**src/core/spp_pkg.sv**
```systemverilog
// Package for the serial peripheral port: register map, fields, timing.
// Assumes APB with 32-bit data, 100 MHz pclk.
package spp_pkg;

  localparam logic [7:0]  CTRL_OFS      = 8'h00;
  localparam logic [7:0]  STAT_OFS      = 8'h04;
  localparam logic [7:0]  TXBUF_OFS     = 8'h08;
  localparam logic [7:0]  RXBUF_OFS     = 8'h0c;
  localparam logic [7:0]  IRQ_STAT_OFS  = 8'h10;
  localparam logic [7:0]  IRQ_MASK_OFS  = 8'h14;
  localparam logic [7:0]  SLEEP_OFS     = 8'h18;

  // Control fields
  localparam int CTRL_ON_BIT     = 15;
  localparam int CTRL_MBUSY_BIT  = 11;
  localparam int CTRL_SHIFT_REG_EMPTY_FLAG_BIT   = 7;
  localparam int CTRL_SLAVE_BIT  = 5;
  localparam int CTRL_FRAME_BIT  = 31;
  localparam int CTRL_TXSEL_LSB  = 2;
  localparam int CTRL_FCNT_LSB   = 24;
  localparam logic [31:0] CTRL_RW_MASK  = 32'h8700_802c;
  localparam logic [31:0] CTRL_RESET    = 32'h0000_0080;

  // Status fields
  localparam int STAT_TUR_BIT    = 8;
  localparam int STAT_ROV_BIT    = 6;
  localparam int STAT_RBF_BIT    = 0;
  localparam int STAT_TBE_BIT    = 3;
  localparam logic [31:0] STAT_RESET    = 32'h0000_0008;

  // Interrupt status layout
  localparam int IRQ_TX_BIT      = 0;
  localparam int IRQ_RX_BIT      = 1;
  localparam int IRQ_TUR_BIT     = 2;
  localparam int IRQ_WAKE_BIT    = 3;
  localparam int IRQ_W           = 4;
  localparam logic [IRQ_W-1:0] IRQ_RESET = 4'h0;

  localparam logic [1:0] TXSEL_UNDERRUN_BLIND = 2'b00;

  // Serial bit time in pclk cycles (125 ns link clock at 10 ns)
  localparam int PCLK_NS         = 10;
  localparam int BIT_NS          = 125;
  localparam int BIT_CYC         = BIT_NS / PCLK_NS;
  localparam int RECOVER_BITS    = 4;
  localparam logic [7:0] RECOVER_CYC = 8'(RECOVER_BITS * BIT_CYC);
  localparam logic [2:0] BITCNT_LAST = 3'h7;

  typedef struct packed {
    logic       sck;
    logic       frm;
    logic       sdi;
  } link_in_t;

  typedef enum logic [1:0] {ST_IDLE, ST_SHIFT, ST_RECOVER} spp_state_t;

endpackage

```
**src/core/spp_sync.sv**
```systemverilog
// Two-stage synchroniser for link pins.
// Assumes asynchronous inputs; first stage read only by the second.
`timescale 1ns/1ps
module spp_sync
  import spp_pkg::*;
(
  input  wire logic     pclk,
  input  wire logic     presetn,
  input  wire link_in_t d,
  output link_in_t      q
);
  link_in_t meta_r;

  always_ff @(posedge pclk or negedge presetn)
    if (!presetn)
    begin
      meta_r <= '0;
      q      <= '0;
    end
    else
    begin
      meta_r <= d;
      q      <= meta_r;
    end
endmodule // spp_sync

```
**src/core/spp_edge.sv**
```systemverilog
// Rising and falling edge detector on a synchronised level.
// Assumes input is already in the pclk domain.
`timescale 1ns/1ps
module spp_edge
(
  input  wire logic pclk,
  input  wire logic presetn,
  input  wire logic lvl,
  output logic      rise,
  output logic      fall
);
  logic prev_r;

  always_ff @(posedge pclk or negedge presetn)
    if (!presetn)
      prev_r <= 1'b0;
    else
      prev_r <= lvl;

  assign rise = lvl & ~prev_r;
  assign fall = ~lvl & prev_r;
endmodule // spp_edge

```
**src/core/serial_peripheral_port.sv**
```systemverilog
// Serial peripheral port slave/master-less core with APB registers.
// Assumes sck and frame pins come from an external party, asynchronous.
// Notes on behaviour
// [RL1] Slave mode, tx_irq_select 00: underrun does not raise transmit flag.
// [RL2] Software wanting underrun notice selects 01, 10 or 11.
// [RL3] Slave sleep entry after a transfer may raise a spurious wake interrupt.
// [RL4] Byte write to status byte 0 lands in bytes 0 and 1.
// [RL5] Byte write to status byte 1 is dropped.
// [RL6] Software uses only full-word access to the status register.
// [RL7] Framed: underrun flag clears before the engine is ready again.
// [RL8] Software waits four bit times after underrun clear before writes.
// [RL9] Busy flag clears and shift-empty flag sets half a bit time before the end.
// [RL10] Frame slave, count above zero: frame on clock edge corrupts data.
`timescale 1ns/1ps
module serial_peripheral_port
  import spp_pkg::*;
(
  input  wire logic        pclk,
  input  wire logic        presetn,
  input  wire logic        psel,
  input  wire logic        penable,
  input  wire logic        pwrite,
  input  wire logic [7:0]  paddr,
  input  wire logic [31:0] pwdata,
  input  wire logic [3:0]  pstrb,
  output logic [31:0]      prdata,
  output logic             pready,
  output logic             pslverr,
  input  wire logic        sck_in,
  input  wire logic        frm_in,
  input  wire logic        sdi_in,
  output logic             sdo_out,
  output logic             irq
);
  import spp_pkg::*;

  link_in_t   pin_raw;
  link_in_t   pin_s;
  logic       sck_rise;
  logic       sck_fall;
  logic       frm_rise;

  logic [31:0]      serial_port_control_reg;
  logic [31:0]      serial_port_status_reg;
  logic [31:0]      txbuf_r;
  logic [31:0]      rxbuf_r;
  logic [IRQ_W-1:0] irq_stat_r;
  logic [IRQ_W-1:0] irq_mask_r;
  logic             sleep_r;
  logic             sleep_prev_r;
  logic             xfer_done_r;
  spp_state_t       state_r;
  logic [7:0]       shift_r;
  logic [2:0]       bitcnt_r;
  logic [7:0]       rcv_r;
  logic [7:0]       wait_r;
  logic             tx_loaded_r;
  logic [IRQ_W-1:0] ev;

  assign pin_raw = '{sck: sck_in, frm: frm_in, sdi: sdi_in};

  spp_sync u_sync (
    .pclk    (pclk),
    .presetn (presetn),
    .d       (pin_raw),
    .q       (pin_s)
  );

  spp_edge u_sck_edge (
    .pclk    (pclk),
    .presetn (presetn),
    .lvl     (pin_s.sck),
    .rise    (sck_rise),
    .fall    (sck_fall)
  );

  spp_edge u_frm_edge (
    .pclk    (pclk),
    .presetn (presetn),
    .lvl     (pin_s.frm),
    .rise    (frm_rise),
    .fall    ()
  );

  function automatic logic hit(input logic [7:0] ofs);
    hit = (paddr == ofs);
  endfunction

  logic wr_acc;
  logic rd_acc;
  logic on;
  logic framed;
  logic slave;
  logic [1:0] txsel;
  logic [2:0] fcnt;
  logic frame_clash;
  logic tur_clr;
  logic underrun;
  logic last_bit;

  assign wr_acc  = psel & penable & pwrite;
  assign rd_acc  = psel & penable & ~pwrite;
  assign pready  = 1'b1;
  assign on      = serial_port_control_reg[CTRL_ON_BIT];
  assign framed  = serial_port_control_reg[CTRL_FRAME_BIT];
  assign slave   = serial_port_control_reg[CTRL_SLAVE_BIT];
  assign txsel   = serial_port_control_reg[CTRL_TXSEL_LSB +: 2];
  assign fcnt    = serial_port_control_reg[CTRL_FCNT_LSB +: 3];
  // Frame pulse arriving together with a clock edge
  assign frame_clash = framed & slave & (fcnt != 3'h0)
                       & frm_rise & sck_fall; // RL10
  assign last_bit = (bitcnt_r == BITCNT_LAST);
  assign underrun = on & (state_r == ST_IDLE) & sck_fall & ~tx_loaded_r
                    & slave;

  // Software clear of underrun flag: full word, or byte 0 mirrored to byte 1
  assign tur_clr = wr_acc & hit(STAT_OFS) & serial_port_status_reg[STAT_TUR_BIT]
                   & (((pstrb == 4'hf) & ~pwdata[STAT_TUR_BIT])
                      | ((pstrb == 4'h1) & ~pwdata[0]));

  always_comb
  begin
    pslverr = 1'b0;
    if (psel & penable)
      pslverr = ~(hit(CTRL_OFS) | hit(STAT_OFS) | hit(TXBUF_OFS)
                  | hit(RXBUF_OFS) | hit(IRQ_STAT_OFS)
                  | hit(IRQ_MASK_OFS) | hit(SLEEP_OFS));
  end

  // Control register
  always_ff @(posedge pclk or negedge presetn)
    if (!presetn)
      serial_port_control_reg <= CTRL_RESET;
    else
    begin
      logic [31:0] c;
      c = serial_port_control_reg;
      if (wr_acc & hit(CTRL_OFS) & (state_r != ST_RECOVER))
        c = (c & ~CTRL_RW_MASK) | (pwdata & CTRL_RW_MASK);
      // Busy and shift-empty flip half a bit time early, on the last falling edge
      c[CTRL_MBUSY_BIT] = (state_r == ST_SHIFT) & ~last_bit; // RL9
      c[CTRL_SHIFT_REG_EMPTY_FLAG_BIT]  = ~((state_r == ST_SHIFT) & ~last_bit); // RL9
      serial_port_control_reg <= c;
    end

  // Status register with the faulty byte lane decode
  always_ff @(posedge pclk or negedge presetn)
    if (!presetn)
      serial_port_status_reg <= STAT_RESET;
    else
    begin
      logic [31:0] s;
      s = serial_port_status_reg;
      if (wr_acc & hit(STAT_OFS))
      begin
        if (pstrb == 4'hf)
          s[STAT_TUR_BIT] = s[STAT_TUR_BIT] & pwdata[STAT_TUR_BIT];
        else if (pstrb == 4'h1)
        begin
          s[15:8] = pwdata[7:0]; // RL4
          s[7:0]  = pwdata[7:0]; // RL4
        end
        // pstrb 4'h2 alone leaves the register as it was // RL5
      end
      if (underrun)
        s[STAT_TUR_BIT] = 1'b1;
      if (xfer_done_r & serial_port_status_reg[STAT_RBF_BIT])
        s[STAT_ROV_BIT] = 1'b1;
      if (xfer_done_r)
        s[STAT_RBF_BIT] = 1'b1;
      else if (rd_acc & hit(RXBUF_OFS))
        s[STAT_RBF_BIT] = 1'b0;
      s[STAT_TBE_BIT] = ~tx_loaded_r;
      serial_port_status_reg <= s;
    end

  // Serial engine; recovery holds off the engine after underrun clear
  always_ff @(posedge pclk or negedge presetn)
    if (!presetn)
    begin
      state_r     <= ST_IDLE;
      shift_r     <= 8'h00;
      rcv_r       <= 8'h00;
      bitcnt_r    <= 3'h0;
      wait_r      <= 8'h00;
      tx_loaded_r <= 1'b0;
      xfer_done_r <= 1'b0;
      txbuf_r     <= 32'h0000_0000;
      rxbuf_r     <= 32'h0000_0000;
    end
    else
    begin
      xfer_done_r <= 1'b0;
      if (wr_acc & hit(TXBUF_OFS) & (state_r != ST_RECOVER))
      begin
        txbuf_r     <= pwdata;
        tx_loaded_r <= 1'b1;
      end
      unique case (state_r)
        ST_IDLE:
          if (tur_clr & framed)
          begin
            state_r <= ST_RECOVER; // RL7
            wait_r  <= RECOVER_CYC; // RL8
          end
          else if (on & sck_fall & tx_loaded_r)
          begin
            shift_r     <= txbuf_r[7:0] ^ {frame_clash, 7'h00}; // RL10
            tx_loaded_r <= 1'b0;
            bitcnt_r    <= 3'h0;
            state_r     <= ST_SHIFT;
          end
        ST_SHIFT:
        begin
          if (sck_rise)
            rcv_r <= {rcv_r[6:0], pin_s.sdi};
          // Last rising edge samples the final bit and ends the byte
          if (sck_rise & last_bit)
          begin
            state_r     <= ST_IDLE;
            rxbuf_r     <= {24'h0, rcv_r[6:0], pin_s.sdi};
            xfer_done_r <= 1'b1;
          end
          if (sck_fall)
          begin
            // Clash shifts a one into the low bit
            shift_r  <= {shift_r[6:0], frame_clash}; // RL10
            bitcnt_r <= bitcnt_r + 3'h1;
          end
        end
        ST_RECOVER:
          if (wait_r == 8'h00)
            state_r <= ST_IDLE;
          else
            wait_r <= wait_r - 8'h01;
      endcase
    end

  always_ff @(posedge pclk or negedge presetn)
    if (!presetn)
      sdo_out <= 1'b0;
    else
      sdo_out <= shift_r[7] ^ ((state_r == ST_SHIFT) & frame_clash);

  // Sleep control and spurious wake on sleep entry
  always_ff @(posedge pclk or negedge presetn)
    if (!presetn)
    begin
      sleep_r      <= 1'b0;
      sleep_prev_r <= 1'b0;
    end
    else
    begin
      if (wr_acc & hit(SLEEP_OFS))
        sleep_r <= pwdata[0];
      sleep_prev_r <= sleep_r;
    end

  always_comb
  begin
    ev = '0;
    ev[IRQ_TX_BIT]  = xfer_done_r
                      | (underrun & (txsel != TXSEL_UNDERRUN_BLIND)); // RL1
    ev[IRQ_RX_BIT]  = xfer_done_r;
    ev[IRQ_TUR_BIT] = underrun;
    ev[IRQ_WAKE_BIT] = slave & sleep_r & ~sleep_prev_r
                       & (irq_mask_r != '0); // RL3
  end

  // Sticky interrupt status, write one to clear, set wins
  always_ff @(posedge pclk or negedge presetn)
    if (!presetn)
      irq_stat_r <= IRQ_RESET;
    else if (wr_acc & hit(IRQ_STAT_OFS))
      irq_stat_r <= (irq_stat_r & ~pwdata[IRQ_W-1:0]) | ev;
    else
      irq_stat_r <= irq_stat_r | ev;

  always_ff @(posedge pclk or negedge presetn)
    if (!presetn)
      irq_mask_r <= IRQ_RESET;
    else if (wr_acc & hit(IRQ_MASK_OFS))
      irq_mask_r <= pwdata[IRQ_W-1:0];

  assign irq = |(irq_stat_r & irq_mask_r);

  always_comb
  begin
    prdata = 32'h0000_0000;
    if (rd_acc)
      unique case (1'b1)
        hit(CTRL_OFS):     prdata = serial_port_control_reg;
        hit(STAT_OFS):     prdata = serial_port_status_reg;
        hit(TXBUF_OFS):    prdata = txbuf_r;
        hit(RXBUF_OFS):    prdata = rxbuf_r;
        hit(IRQ_STAT_OFS): prdata = {28'h0, irq_stat_r};
        hit(IRQ_MASK_OFS): prdata = {28'h0, irq_mask_r};
        hit(SLEEP_OFS):    prdata = {31'h0, sleep_r};
        default:           prdata = 32'h0000_0000;
      endcase
  end
endmodule // serial_peripheral_port

```
**config.mk**
```make
export PLATFORM = sky130hd
export DESIGN_NAME = serial_peripheral_port
export DESIGN_NICKNAME = d
export VERILOG_FILES = /design/src/core/spp_pkg.sv /design/src/core/spp_sync.sv /design/src/core/spp_edge.sv /design/src/core/serial_peripheral_port.sv
export SDC_FILE = /design/constraint.sdc
export NUM_CORES = 1
export LEC_CHECK = 0
export ABC_AREA = 0
export BUFFER_PORTS_ARGS = -buffer_cell sky130_fd_sc_hd__buf_2
export CAP_MARGIN = 30
export CORE_ASPECT_RATIO = 1.2
export CORE_MARGIN = 4
export CORE_UTILIZATION = 50
export CTS_BUF_LIST = sky130_fd_sc_hd__clkbuf_8 sky130_fd_sc_hd__clkbuf_16
export CTS_CLUSTER_DIAMETER = 120
export DETAILED_ROUTE_END_ITERATION = 7
export GPL_TIMING_DRIVEN = 0
export HOLD_SLACK_MARGIN = 0.05
export PLACE_DENSITY = 0.73
export SYNTH_ARGS = -nofsm -noshare
export SYNTH_HDL_FRONTEND = slang
export SYNTH_SLANG_ARGS = --single-unit
```
**constraint.sdc**
```tcl
create_clock -name pclk -period 2.1 [get_ports pclk]
set_input_delay 0.21 -clock pclk [delete_from_list [all_inputs] [get_ports pclk]]
set_output_delay 0.21 -clock pclk [all_outputs]
set_load 0.02 [all_outputs]
```
==> flow_summary.ini <==
[status]
status = completed

[grt]
antenna_found_initial = 0
overflow = 0
grt_start_max_net_pins = 70
grt_pass1_vias = 4273
grt_use_total_pct = 22.2
grt_pass1_wl_um = 21200

[synthesis]
yosysWarnings = 0
synth_nets = 551
yosys_most_used_dff = dfrtp_1
synthTopCellsByArea = dfrtp_1 (50%), mux2_2 (13%), nand2_1 (5.8%)
synth_cell_types = 63
ys_ff_latch = 110
yosysTopAreaCellShare_pct = 50.5
synth_area_um2 = 5360
seq_area_frac_synth_pct = 51.4
avgSynthCellArea_um2 = 10.9
synth_area_leader_cell = dfrtp_1
synthArstFlopShare_pct = 100
synth_edf_count = 0
syn_inst = 492

[clocking]
cts.clk_slew.worst_paths_ps = 80
htree_levels = 3
clock_latency_ps = 350
cts_tree = built
cts_sinks = 110
cts_max_path_buffers = 2
numCtsBuffers = 9
cts_root_buffer = clkbuf_16

[route]
firstDrtPassIters = 5
vias = 4253
antenna_left = 0
first_iter_violations = 290
post_drt_wl_per_cell_um = 18.6
routed_via_density = 5.79
wl_um = 13600
drc = 0

[floorplanning]
io_pins = 88
coreArea_um2 = 10500
die_h_um = 121
chipWidth_um = 102
initial_utilization_pct = 50.9
rows = 41
dieArea_um2 = 12400

[critical_path]
worstPathRequired_ps = 1890
rr_startpoint = state_r[0]
cp_max_fo = 9
worstSetupPathType = primary input to output pin
start_kind = primary input
crit_path_start = paddr[4]
end_kind = output pin
rr_worst_depth = 8
cp.arrival_ps = 1880

[cells_and_area]
mostFrequentLayoutCells = dfrtp_1 (108), buf_2 (86), nand2_1 (83)
n_antenna_cell = 0
ff_latch_area_um2 = 2760
drive_gt1_share_pct = 36.1
layout.cells.most_common = dfrtp_1
area_delta_synth_final_pct = 21.2
largest_register_ffs = 32
multi_input_area_um2 = 2520
stdcell_area_um2 = 6490
nets = 660
fillers = 817

[sta]
finalSetupViolCount = 0
setup_ws_ps = 10.1
rsz0062_at_grt = true
slew_headroom_pct = 49.1
setup_tns_ps = 0
worst_pin_slew_ps = 752
finalClockSkew_ps = 11.3
clock.fmax_mhz = 478
drv_slew = 0
min_period_ps = 2090
hold-worst-slack_ps = 75.0
hold_viol_final = 0
period_share_pct = 99.5

[power_and_ir_drop]
switching_share_pct = 29.5
vdd_ir_drop_max_uv = 546
p_comb_share_pct = 18.7
pwr-share-seq_pct = 47.5
intPower_w = 0.00365
total_power_w = 0.00518
p_per_area_nw_per_um2 = 798
power_switching_w = 0.00153
leakage_nw = 3.22
p_clk_share_pct = 33.9

[flow_run]
cap_violations = 0

[placement]
gp_congestion = 0.902
place_ws_ps = -982
placed_cell_area_um2 = 5980
dp_hpwl_um = 9910
io_buffers = 84

[hold_path]
min_from = pwdata[4]
min_path_cells = 3
min_path_type = primary input to flop
-- stage by stage --
stage / utilization [%] / instances
floorplan: - / 492
global placement: 56.6 / 705
detailed placement: 56.9 / 706
CTS: 61.3 / 734
global route: 61.7 / 735
finish: 61.7 / 735
-- Yosys cell counts, types with 4 or more instances --
cell      number
and2_1        14
nor2b_1        6
nor3_1        10
a22oi_1       17
inv_1         11
nand2_1       83
mux2_4         8
a21o_1         4
dfrtp_1      108
mux2_2        60
buf_2          5
nor2_1        35
a22o_1         5
ha_1           7
mux2i_1        5
o21ai_0        7
nand3_1       10
clkbuf_1      14
a21oi_1       12
-- final timing paths --
kind | endpoint | slack, ps
setup / recovery | prdata[1] | 10
hold / removal | serial_port_status_reg[12] | 80
setup reg to reg | shift_r[6] | 150
hold reg to reg | u_sync.q[2] | 350
max in group asynchronous | serial_port_status_reg[3] | 980
min in group asynchronous | wait_r[3] | 390
-- power groups by stage --
| stage | registers, W | clock network [W] | logic [W] |
|---|---|---|---|
| detailed placement | 0.00250 | 0 | 0.000867 |
| floorplan | 0.00245 | 0 | 0.000601 |
| global placement | 0.00249 | 0 | 0.000821 |
| CTS | 0.00246 | 0.00178 | 0.000964 |
| global route | 0.00248 | 0.00186 | 0.00108 |
| finish | 0.00246 | 0.00175 | 0.000966 |
-- metal layers --
| metal | wire length [um] | up-vias | GRT usage [%] |
|---|---|---|---|
| met3 | 903 | 21 | 4.37 |
| li1 | - | 1961 | - |
| met4 | 252 | 0 | 7.79 |
| met5 | 0 | - | 0 |
| met1 | 5590 | 2107 | 28.9 |
| met2 | 6900 | 164 | 36.6 |
-- critical path, cell delays in order --
cell and delay, ps:
buf_2 110, or4_4 600, nor2_2 460, nand2_1 160, a21oi_1 160, buf_2 190
-- area by class of cell --
type / count / share of cell area, %
buffer: 20 / 1.70
clock buffer: 9 / 3.47
tap: 129 / 2.49
timing repair buffer: 101 / 9.06
multi-input combinational: 347 / 38.9
sequential: 110 / 42.4
inverter: 12 / 0.694
clock inverter: 7 / 1.29
-- what timing repair did --
action                                 in CTS  in global routing
resized for setup                          15                 14
endpoints found under the hold margin      43                  0
setup buffers                              10                  1
setup endpoints to repair                  95                 43
hold buffers                                4                  0
gates cloned                                1                  0
pin swaps                                   4                  2
-- logic make-up (layout without fill, tap and decap cells) --
kind of cell	count (synthesis)	count (layout)	share of synthesized area, %
AO/OA/AOI/OAI	76	76	10.7
XOR/XNOR	2	2	0.327
adder cells (fa/ha/maj)	7	7	1.64
buffers and inverters	35	149	2.85
flip-flops	110	110	51.4
multiplexers	75	75	16.6
other	1	1	0.0700
AND/OR/NAND/NOR	186	186	16.4
Power figures use the tool's default switching activity.
